==> src/rbt_regs.svh <==
// Operation
// - A rising a_to_b_capture_clock loads port A into the A-to-B register, and a rising b_to_a_capture_clock loads port B into the B-to-A register.
// - The output gate and the port heading never block a capture, so every rising capture clock stores the bus value.
// - With drive_gate_n high neither port is driven, both registers may still capture, and without capture edges both hold.
// - With drive_gate_n low, port_heading low drives port A and port_heading high drives port B.
// - When port A is driven it carries live port B data if a_side_source_select is low, else the B-to-A register.
// - When port B is driven it carries live port A data if b_side_source_select is low, else the A-to-B register.
// - At most one of the two ports is driven under any combination of controls.
// - While one port is driven, data at the other port may be captured into either register or both.
`ifndef RBT_REGS_SVH
`define RBT_REGS_SVH

`define RBT_DATA_W           8
`define RBT_ADDR_W           4
`define RBT_CTRL_OFFSET      4'h0
`define RBT_STATUS_OFFSET    4'h4
`define RBT_LIVE_OFFSET      4'h8
`define RBT_CTRL_RESET       4'h1
`define RBT_CTRL_GATE_BIT    0
`define RBT_CTRL_HEAD_BIT    1
`define RBT_CTRL_ASEL_BIT    2
`define RBT_CTRL_BSEL_BIT    3
`define RBT_STAT_AB_LSB      0
`define RBT_STAT_BA_LSB      8
`define RBT_STAT_AOE_BIT     16
`define RBT_STAT_BOE_BIT     17
`define RBT_LIVE_A_LSB       0
`define RBT_LIVE_B_LSB       8
`define RBT_READ_ZERO        32'h0000_0000

`endif

==> src/rbt_pkg.sv <==
`default_nettype none
package rbt_pkg;
   typedef struct packed {
      logic b_side_source_select;
      logic a_side_source_select;
      logic port_heading;
      logic drive_gate_n;
   } rbt_ctrl_t;

   typedef enum logic {
      rbt_bus_idle,
      rbt_bus_answer
   } rbt_bus_state_t;
endpackage
`default_nettype wire

==> src/rbt_lane_if.sv <==
`default_nettype none
interface rbt_lane_if #(
   parameter int W = 8
);
   logic [W-1:0] live;
   logic [W-1:0] stored;

   modport cap (
      input  live,
      output stored
   );
   modport use_side (
      input  live,
      input  stored
   );
endinterface
`default_nettype wire

==> src/rbt_capture.sv <==
`default_nettype none
module rbt_capture (
   input  wire logic clk,
   input  wire logic sys_rst,
   input  wire logic cap_clk,
   rbt_lane_if.cap   lane
);
   logic cap_prev;

   // prev tracks the pin through reset: a clock high at release is no edge,
   // yet a rise on the first edge after release is still caught
   always_ff @(posedge clk) begin
      cap_prev <= cap_clk;
   end

   // no gate or heading term here: capture is never blocked
   always_ff @(posedge clk) begin
      if (sys_rst) begin
         lane.stored <= '0;
      end else if (cap_clk && !cap_prev) begin
         lane.stored <= lane.live;
      end
   end
endmodule
`default_nettype wire

==> src/rbt_port_drive.sv <==
`default_nettype none
module rbt_port_drive #(
   parameter int W = 8
) (
   input  wire logic         clk,
   input  wire logic         sys_rst,
   input  wire logic         drive_en,
   input  wire logic         use_stored,
   rbt_lane_if.use_side      opp,
   output logic [W-1:0]      dout,
   output logic              oe
);
   always_ff @(posedge clk) begin
      if (sys_rst) begin
         oe <= 1'b0;
      end else begin
         oe <= drive_en;
      end
   end

   // data is muxed every cycle; only oe decides whether it reaches the wire
   always_ff @(posedge clk) begin
      if (sys_rst) begin
         dout <= '0;
      end else if (use_stored) begin
         dout <= opp.stored;
      end else begin
         dout <= opp.live;
      end
   end
endmodule
`default_nettype wire

==> src/rbt_transceiver.sv <==
`include "rbt_regs.svh"
`default_nettype none
module rbt_transceiver #(
   parameter int W = `RBT_DATA_W
) (
   input  wire logic                   clk,
   input  wire logic                   sys_rst,
   input  wire logic [`RBT_ADDR_W-1:0] avs_address,
   input  wire logic                   avs_read,
   input  wire logic                   avs_write,
   input  wire logic [31:0]            avs_writedata,
   input  wire logic [3:0]             avs_byteenable,
   output logic [31:0]                 avs_readdata,
   output logic                        avs_waitrequest,
   input  wire logic                   a_to_b_capture_clock,
   input  wire logic                   b_to_a_capture_clock,
   input  wire logic [W-1:0]           a_in,
   output logic [W-1:0]                a_out,
   output logic                        a_oe,
   input  wire logic [W-1:0]           b_in,
   output logic [W-1:0]                b_out,
   output logic                        b_oe
);
   rbt_pkg::rbt_ctrl_t      ctrl;
   rbt_pkg::rbt_bus_state_t bus_state;
   logic [31:0]             next_readdata;
   logic                    drive_a;
   logic                    drive_b;
   logic                    bus_req;
   logic                    bus_done;

   rbt_lane_if #(.W(W)) lane_a ();
   rbt_lane_if #(.W(W)) lane_b ();

   assign lane_a.live = a_in;
   assign lane_b.live = b_in;

   // lane_a.stored is the A-to-B register, lane_b.stored the B-to-A one
   rbt_capture u_cap_ab (
      .clk     (clk),
      .sys_rst (sys_rst),
      .cap_clk (a_to_b_capture_clock),
      .lane    (lane_a.cap)
   );

   rbt_capture u_cap_ba (
      .clk     (clk),
      .sys_rst (sys_rst),
      .cap_clk (b_to_a_capture_clock),
      .lane    (lane_b.cap)
   );

   // both enables come from one heading bit, so they can never both be set
   assign drive_a = !ctrl.drive_gate_n && !ctrl.port_heading;
   assign drive_b = !ctrl.drive_gate_n && ctrl.port_heading;

   rbt_port_drive #(.W(W)) u_drive_a (
      .clk        (clk),
      .sys_rst    (sys_rst),
      .drive_en   (drive_a),
      .use_stored (ctrl.a_side_source_select),
      .opp        (lane_b.use_side),
      .dout       (a_out),
      .oe         (a_oe)
   );

   rbt_port_drive #(.W(W)) u_drive_b (
      .clk        (clk),
      .sys_rst    (sys_rst),
      .drive_en   (drive_b),
      .use_stored (ctrl.b_side_source_select),
      .opp        (lane_a.use_side),
      .dout       (b_out),
      .oe         (b_oe)
   );

   // bus slave: one wait cycle, then waitrequest low for exactly one edge
   assign bus_req  = avs_read || avs_write;
   assign bus_done = bus_req && !avs_waitrequest;

   always_ff @(posedge clk) begin
      if (sys_rst) begin
         bus_state <= rbt_pkg::rbt_bus_idle;
      end else begin
         case (bus_state)
            rbt_pkg::rbt_bus_idle: begin
               if (bus_req) begin
                  bus_state <= rbt_pkg::rbt_bus_answer;
               end
            end
            rbt_pkg::rbt_bus_answer: begin
               bus_state <= rbt_pkg::rbt_bus_idle;
            end
            default: begin
               bus_state <= rbt_pkg::rbt_bus_idle;
            end
         endcase
      end
   end

   always_ff @(posedge clk) begin
      if (sys_rst) begin
         avs_waitrequest <= 1'b1;
      end else begin
         avs_waitrequest <= !(bus_state == rbt_pkg::rbt_bus_idle && bus_req);
      end
   end

   always_comb begin
      next_readdata = `RBT_READ_ZERO;
      if (avs_address == `RBT_CTRL_OFFSET) begin
         next_readdata[3:0] = ctrl;
      end else if (avs_address == `RBT_STATUS_OFFSET) begin
         next_readdata[`RBT_STAT_AB_LSB +: W] = lane_a.stored;
         next_readdata[`RBT_STAT_BA_LSB +: W] = lane_b.stored;
         next_readdata[`RBT_STAT_AOE_BIT]     = a_oe;
         next_readdata[`RBT_STAT_BOE_BIT]     = b_oe;
      end else if (avs_address == `RBT_LIVE_OFFSET) begin
         next_readdata[`RBT_LIVE_A_LSB +: W] = a_in;
         next_readdata[`RBT_LIVE_B_LSB +: W] = b_in;
      end
   end

   // data is set up with waitrequest low and held until the next read request
   always_ff @(posedge clk) begin
      if (sys_rst) begin
         avs_readdata <= `RBT_READ_ZERO;
      end else if (bus_state == rbt_pkg::rbt_bus_idle && avs_read) begin
         avs_readdata <= next_readdata;
      end
   end

   // a write lands only on the edge that sees waitrequest low
   always_ff @(posedge clk) begin
      if (sys_rst) begin
         ctrl <= rbt_pkg::rbt_ctrl_t'(`RBT_CTRL_RESET);
      end else if (bus_done && avs_write && avs_byteenable[0] && avs_address == `RBT_CTRL_OFFSET) begin
         ctrl.drive_gate_n         <= avs_writedata[`RBT_CTRL_GATE_BIT];
         ctrl.port_heading         <= avs_writedata[`RBT_CTRL_HEAD_BIT];
         ctrl.a_side_source_select <= avs_writedata[`RBT_CTRL_ASEL_BIT];
         ctrl.b_side_source_select <= avs_writedata[`RBT_CTRL_BSEL_BIT];
      end
   end
endmodule
`default_nettype wire

==> config.mk <==
export PLATFORM = sky130hd
export DESIGN_NAME = rbt_transceiver
export DESIGN_NICKNAME = d
export VERILOG_FILES = /design/src/rbt_pkg.sv /design/src/rbt_lane_if.sv /design/src/rbt_capture.sv /design/src/rbt_port_drive.sv /design/src/rbt_transceiver.sv
export VERILOG_INCLUDE_DIRS = /design/src
export SDC_FILE = /design/constraint.sdc
export NUM_CORES = 1
export LEC_CHECK = 0
export ABC_CLOCK_PERIOD_IN_PS = 2300
export BUFFER_PORTS_ARGS = -buffer_cell sky130_fd_sc_hd__buf_2
export CAP_MARGIN = 20
export CORE_ASPECT_RATIO = 0.75
export CORE_MARGIN = 2
export CORE_UTILIZATION = 50
export CTS_BUF_LIST = sky130_fd_sc_hd__clkbuf_4 sky130_fd_sc_hd__clkbuf_8
export DETAILED_ROUTE_END_ITERATION = 10
export HOLD_SLACK_MARGIN = 0.06
export PLACE_DENSITY_LB_ADDON = 0.12
export SYNTH_ARGS = -nofsm -noshare
export SYNTH_HDL_FRONTEND = slang
export SYNTH_SLANG_ARGS = --single-unit
==> constraint.sdc <==
create_clock -name clk -period 2.3 [get_ports clk]
set_input_delay 0.46 -clock clk [delete_from_list [all_inputs] [get_ports clk]]
set_output_delay 0.46 -clock clk [all_outputs]
set_load 0.05 [all_outputs]
Word level (Yosys, flattened, before mapping) --
Index checks and enable logic that the tools add are counted. Widths: inputs -> output; s select.
Word-level totals: register bits after elaboration 60, latch bits 0, memory bits (writable) 0, memory bits (read-only) 0, bits of input ports 62, output and inout port bits 51, logic and storage cells 45, memories 0
Operators by class: add/sub/neg operators 0, multipliers 0, divide/modulo/power cells 0, $lt $le $gt $ge 0, equal/unequal tests 2, shift-type cells 0, mux-type cells 9, bitwise logic cells 1, reduce and logical (&&, ||, !) cells 18
Operators with widths (count):
- $mux 16 | 2
- $mux 8 | 2
- $mux 14 | 1
- $logic_and 1x1->1 | 10
- $logic_not 1->1 | 6
- $eq 4x3->1 const B | 1
- $eq 4x4->1 const B | 1
- $logic_not 4->1 | 1
- $mux 4 | 1
- $mux 2 | 1
- $pmux 1 s2 | 1
- $logic_or 1x1->1 | 1
- $mux 1 | 1
- $not 1->1 | 1

Depth between registers and ports, before layout --
Gate-level depths: netlist of run 1.
depth after elaboration 5, depth in mapped cells 6, gate-level depth less buffers 3

Modules after synthesis --
From an unflattened synthesis of run 1, not the netlist that was laid out.
Unflattened totals: cell total of the unflattened synthesis 244, area total of the unflattened synthesis 2553.7 µm²
Modules (own cells, without submodules):
- rbt_transceiver | instances 1, cells an instance 118, area an instance 1169.9 µm², seq. area each 480.5 µm²
- rbt_capture | instances 2, cells an instance 35, area an instance 379.1 µm², seq. area each 180.2 µm²
- rbt_port_drive | instances 2, cells an instance 28, area an instance 312.8 µm², seq. area each 180.2 µm²

Least setup slack after synthesis of run 1 --
Ideal clock, no wire load.
kind input to register, start point input avs_address[2], end point register ctrl[1] (netlist bit), library setup time 0.132 ns, data arrival time 1.394 ns, required time 2.168 ns, setup slack 0.774 ns, stages on the path 4, buffers on the path 1, cell sequence buf_2 or4_1 o21ai_0 a21oi_1
Between the ends: cells in the longest elaborated chain, start to end 2
RTL lines:
- start, declared | line rbt_transceiver.sv:8 | input wire logic [`RBT_ADDR_W-1:0] avs_address,
- $logic_not 4->1 (no source line)
- $logic_and 1x1->1 (no source line)
- end signal, assigned | line rbt_transceiver.sv:136 | ctrl <= rbt_pkg::rbt_ctrl_t'(`RBT_CTRL_RESET);
- end, declared | line rbt_transceiver.sv:24 | rbt_pkg::rbt_ctrl_t ctrl;
No other way between the ends. A chain may end at the register's enable or synchronous reset.

Worst setup path in the final report of run 1 --
start point register bus_state, end point register avs_readdata[15]
Between the ends: cells in the longest elaborated chain, start to end 2
RTL lines:
- start, declared | line rbt_transceiver.sv:25 | rbt_pkg::rbt_bus_state_t bus_state;
- start signal, assigned | line rbt_transceiver.sv:83 | bus_state <= rbt_pkg::rbt_bus_idle;
- start signal, assigned | line rbt_transceiver.sv:88 | bus_state <= rbt_pkg::rbt_bus_answer;
- start signal, assigned | line rbt_transceiver.sv:92 | bus_state <= rbt_pkg::rbt_bus_idle;
- $not 1->1
- $logic_and 1x1->1 | line rbt_transceiver.sv:128 | end else if (bus_state == rbt_pkg::rbt_bus_idle && avs_read) begin
- end signal, assigned | line rbt_transceiver.sv:127 | avs_readdata <= `RBT_READ_ZERO;
- end signal, assigned | line rbt_transceiver.sv:129 | avs_readdata <= next_readdata;
- end, declared | line rbt_transceiver.sv:13 | output logic [31:0] avs_readdata,
No other way between the ends.

==> results of run 1 <==
cells by family after synthesis:
family,after synthesis
flip-flops,60
AND/OR/NAND/NOR,57
AO/OA/AOI/OAI,42
multiplexers,36
buffers and inverters,32
other,1
where the power goes:
| part | internal [uW] | total (uW) | switching [uW] | leakage (uW) |
|---|---|---|---|---|
| Sequential | 1080 | 1090 | 16.5 | 0.000491 |
| Clock | 473 | 861 | 388 | 0.0000982 |
| Combinational | 83.9 | 294 | 210 | 0.000714 |
| Total | 1630 | 2250 | 614 | 0.00130 |
final timing paths:
check / from / endpoint / slack, ns / cells past startpoint
setup / recovery: bus_state / avs_readdata[15] / 0.67 / 3
hold / removal: b_to_a_capture_clock / u_cap_ba.cap_prev / 0.24 / 1
setup reg to reg: bus_state / avs_readdata[15] / 0.67 / 3
hold reg to reg: avs_readdata[6] / avs_readdata[6] / 0.47 / 1
layout make-up:
cell class / count / area [um^2] / share of cell area, %
inverter: 1 / 3.75 / 0.130
clock inverter: 4 / 22.5 / 0.782
multi-input combinational: 149 / 1040 / 36.0
timing repair buffer: 73 / 380 / 13.2
sequential: 60 / 1200 / 41.7
tap: 57 / 71.3 / 2.48
clock buffer: 12 / 165 / 5.73
through the flow:
step,setup slack [ns],instance area (um^2)
after detailed placement,0.365,2690
after global placement,0.379,2690
final,0.672,2880
after global routing,0.592,2880
after floorplan,0.774,2430
after CTS,0.658,2880
cell usage after synthesis, types with 3 or more instances:
library cell / count / share of area, %
dfxtp_1: 60 / 51
nor2_1: 37 / 5.8
mux2i_1: 36 / 15
a22o_1: 28 / 10
buf_4: 14 / 4.4
buf_2: 7 / 1.5
clkbuf_1: 5 / 0.79
nor2b_1: 5 / 1.3
o21ai_0: 5 / 1.1
buf_1: 4 / 0.63
nand3_1: 4 / 0.84
o2bb2ai_1: 4 / 1.5
a21oi_1: 3 / 0.63
layer usage:
layer / routed length, um / track usage, % / up-vias
li1: - / - / 918
met1: 2460 / 26.7 / 838
met2: 2000 / 27.4 / 59
met3: 330 / 8.13 / 6
met4: 34 / 5.85 / 0
met5: 0 / 0 / -
worst max-delay path, delay by kind of cell, from the launching register on:
kind,cells,cell delay (ns)
and+or+nand+nor,2,1.02
AOI/OAI and AO/OA,1,0.23
DFF,1,0.33
sequential cells by signal, indices dropped and copies added (netlist names), 4 cells and up:
register	cells
avs_readdata	18
u_cap_ab.lane.stored	8
u_cap_ba.lane.stored	8
u_drive_a.dout	8
u_drive_b.dout	8
ctrl	4
==> flow_summary.ini, run 1 <==
[status]
outcome = finished, final reports clean

[floorplanning]
die_y_um = 63.7
rows = 21
fp.dieW_um = 83.6
die_area_mm2 = 0.00533
start_util_pct = 52.6
io_pins = 113
core_mm2 = 0.00452

[clocking]
clk_latency_ns = 0.33
cts_sinks = 60
clkTransAtPathRegs_ns = 0.06
hold_buffers = 0
numCtsBuffers = 9
cts_tree = built
htreeDepth = 3
root_buffer = clkbuf_8
max-clock-path-buffers = 2
cts_resized = 0
cts_setup_buffers = 0

[placed_design]
portBuffers = 67
placedCellCount = 340
gp_congestion = 0.784
dp_hpwl_um = 3300

[finish]
drive_above_1_share_pct = 30.4
stdcell_count = 356
layout_commonest_cell = buf_2
mostFrequentLayoutCells = buf_2, dfxtp_1, nor2_1, mux2i_1, a22o_1
final_util_pct = 63.7
antenna_cells = 0
n_fill_cell = 401
syn2layout_area_growth_pct = 21.2
fin_nets = 356

[synthesis]
yosysSeqAreaShare_pct = 50.5
netlist_area_mm2 = 0.00238
synth.area.mux_share_pct = 15.2
synth_edf_count = 0
synthFlopType = dfxtp_1
synth_seq_cells = 60
synth_top_family_by_area = multiplexers
yosys_warnings = 0
async_flop_share_pct = 0
synth_compound_area_share_pct = 14.2
synth-simple-area-share_pct = 12.0
synth-adder-area-share_pct = 0
syn_avg_cell_area_um2 = 10.4
synth_cells = 228
synthXorXnorAreaFrac_pct = 0
yosysUniqueCellTypes = 27

[drt]
drt.antenna.violating_nets = 0
wirelength_um = 4830
wl_per_cell_um = 13.6
first_pass_iters = 4
viasPerCell = 5.12
drc_errors = 0
first_iter_violations = 62
vias = 1821

[timing]
final.setup.tns_ns = 0
slew_viol_final = 0
max_clock_freq_ghz = 0.614
rsz0062_at_grt = no
whs_ns = 0.239
hold_viol_final = 0
skew_ns = 0.00490
slew_headroom_pct = 29.0
finalSetupViolCount = 0
min_period_ns = 1.63
worst_slew_pin_slew_ns = 1.06
finalCritPeriodShare_pct = 70.8

[power]
p_per_area_mw_per_mm2 = 780
leakage_uw = 0.00130
peakVddDrop_mv = 0.484
finalPower_uw = 2250

[worst_setup_path]
path_class = reg -> reg
crit_path_end_kind = register
path_max_fanout = 12
cp.required_ns = 2.57
cp_cell_sequence = or4b_4, nor3_4, a22o_1
crit_path_start_kind = register
slowest_stage = or4b_4
cpPeakStageDelay_ns = 0.56
crit_arrival_ns = 1.90

[worst_hold_path]
hold_path_class = in -> reg

[global_route]
grt_pass1_wl_um = 7970
track_usage_pct = 19.3
grt_max_degree = 32
grt_pass1_vias = 1681
antenna_found_initial = 0
overflow = 0

[job]
max_cap_violations = 0
Note: power is estimated with default switching activity, not from simulation.
==> run 2, diff against run 1 <==
--- a/config.mk
+++ b/config.mk
@@ -6,12 +6,12 @@
 export SDC_FILE = /design/constraint.sdc
 export NUM_CORES = 1
 export LEC_CHECK = 0
-export ABC_CLOCK_PERIOD_IN_PS = 2300
+export ABC_CLOCK_PERIOD_IN_PS = 1500
 export BUFFER_PORTS_ARGS = -buffer_cell sky130_fd_sc_hd__buf_2
 export CAP_MARGIN = 20
 export CORE_ASPECT_RATIO = 0.75
 export CORE_MARGIN = 2
-export CORE_UTILIZATION = 50
+export CORE_UTILIZATION = 48
 export CTS_BUF_LIST = sky130_fd_sc_hd__clkbuf_4 sky130_fd_sc_hd__clkbuf_8
 export DETAILED_ROUTE_END_ITERATION = 10
 export HOLD_SLACK_MARGIN = 0.06
==> constraint.sdc (replaced) <==
create_clock -name clk -period 1.5 [get_ports clk]
set_input_delay 0.3 -clock clk [delete_from_list [all_inputs] [get_ports clk]]
set_output_delay 0.3 -clock clk [all_outputs]
set_load 0.05 [all_outputs]
==> flow_summary.ini, run 2 (synthesis results as in run 1) <==
[status]
outcome = finished, final reports clean

[power]
leakage_uw = 0.00138
finalPower_uw = 3440
power_frac_seq_pct = 48.8
peakVddDrop_mv = 0.694
switching_share_pct = 26.9
p_int_uw = 2510
switching_power_uw = 925
p_per_area_mw_per_mm2 = 1140
clockPowerShare_pct = 37.3
power_frac_comb_pct = 13.9

[drt]
viasPerCell = 5.02
wirelength_um = 5050
drc_errors = 0
vias = 1868
first_iter_violations = 63
wl_per_cell_um = 13.6
drt.antenna.violating_nets = 0
first_pass_iters = 4

[finish]
n_fill_cell = 432
mostFrequentLayoutCells = buf_2, dfxtp_1, nor2_1, mux2i_1, a22o_1
fin_nets = 370
antenna_cells = 0
drive_above_1_share_pct = 33.0
multiInputGateArea_mm2 = 0.00104
syn2layout_area_growth_pct = 26.4
final_util_pct = 62.0
design_area_mm2 = 0.00301
largest_reg_flops = 18
regArea_mm2 = 0.00120
largest_register = avs_readdata
layout_commonest_cell = buf_2

[global_route]
grt_max_degree = 26
grt_pass1_vias = 1705
track_usage_pct = 19.7
overflow = 0
antenna_found_initial = 0
grt_pass1_wl_um = 8250

[placed_design]
post_dp_cell_area_mm2 = 0.00282
gp_congestion = 0.733
portBuffers = 67
dp_hpwl_um = 3540

[timing]
finalSetupViolCount = 0
max_clock_freq_ghz = 0.714
hold_viol_final = 0
finalCritPeriodShare_pct = 93.4
skew_ns = 0.00529
min_period_ns = 1.40
rsz0062_at_grt = no
worst_slew_pin_slew_ns = 1.05
slew_headroom_pct = 29.6
slew_viol_final = 0

[worst_hold_path]
hold_depth = 1
hold_path_class = in -> reg
hold_start = a_to_b_capture_clock

[clocking]
max-clock-path-buffers = 2
clkTransAtPathRegs_ns = 0.06
cts_setup_buffers = 0
numCtsBuffers = 9
htreeDepth = 3
cts_sinks = 60
root_buffer = clkbuf_8
cts_tree = built
clk_latency_ns = 0.33

[worst_setup_path]
timing.rr.end = avs_readdata[12]
ff2ff_path_depth = 4
cpPeakStageDelay_ns = 0.56
slowest_stage = or4b_4
crit_arrival_ns = 1.68
cp.required_ns = 1.78
crit_path_start_kind = register
crit_start = bus_state
crit_cells = 4
path_max_fanout = 12
crit_path_end_kind = register
rrSetupSlack_ns = 0.1
crit_buf_inv = 1
crit_path_end = avs_readdata[12]
r2r_start = bus_state
path_class = reg -> reg
cp_cell_sequence = or4b_4, nor3_4, buf_12, a22o_1
critPathTopFamily = simple AND/OR/NAND/NOR gates

[floorplanning]
start_util_pct = 49.1
die_area_mm2 = 0.00554
die_y_um = 64.9
core_mm2 = 0.00484
io_pins = 113
rows = 22
fp.dieW_um = 85.3

[job]
max_cap_violations = 0
[run 2: cell count changes in the layout (fill, tap and decap cells not counted), sizes merged]
cell         before  now
buf              73   86
clkbuf           12   13
clkinv            3    2
clkinvlp          1    0
dlygate4sd3       0    1
[run 2: metal layers]
metal	wire length, um	global-route usage (%)
met1	2440	26.4
met2	2160	28.2
met3	391	8.79
met4	48	6.55
met5	0	0
[run 2: final cells by class]
class | count | area share [%]
Clock buffer | 13 | 5.54
Clock inverter | 2 | 0.333
Inverter | 1 | 0.125
Multi-Input combinational cell | 149 | 34.5
Sequential cell | 60 | 40.0
Tap cell | 60 | 2.50
Timing Repair Buffer | 87 | 17.1
[run 2: timing repair]
action / in CTS / in global routing
hold buffers: 1 / 0
gates resized for setup: 0 / 0
endpoints found under the hold margin: 1 / 0
[run 2: worst min-delay path by stage]
stage / endpoint / slack (ns)
2_1_floorplan: u_cap_ab.cap_prev / 0.33
6_report: u_cap_ab.cap_prev / 0.08
4_1_cts: u_cap_ab.cap_prev / 0.06
3_5_place_dp: u_cap_ab.cap_prev / 0.42
3_3_place_gp: u_cap_ab.cap_prev / 0.41
5_1_grt: u_cap_ab.cap_prev / 0.07
[run 2: power by group through the flow]
stage | Clock [uW] | Sequential, uW | Combinational [uW]
2_1_floorplan | 0 | 1810 | 261
3_3_place_gp | 0 | 1710 | 472
3_5_place_dp | 0 | 1710 | 477
4_1_cts | 1320 | 1680 | 480
5_1_grt | 1400 | 1680 | 510
6_report | 1280 | 1680 | 478
[run 2: worst reg2reg max path: stages, from the launching register on]
cell and delay, ns:
dfxtp_1 0.34, or4b_4 0.56, nor3_4 0.16, buf_12 0.16, a22o_1 0.13
[run 2: metrics by stage]
step           TNS, ns  setup slack (ns)  cells  hold slack (ns)
3_3_place_gp     -2.82            -0.207    356            0.414
3_5_place_dp     -2.96            -0.226    356            0.417
2_1_floorplan        0             0.134    241            0.328
6_report             0            0.0986    372           0.0795
5_1_grt              0            0.0175    372           0.0669
4_1_cts              0            0.0953    372           0.0633
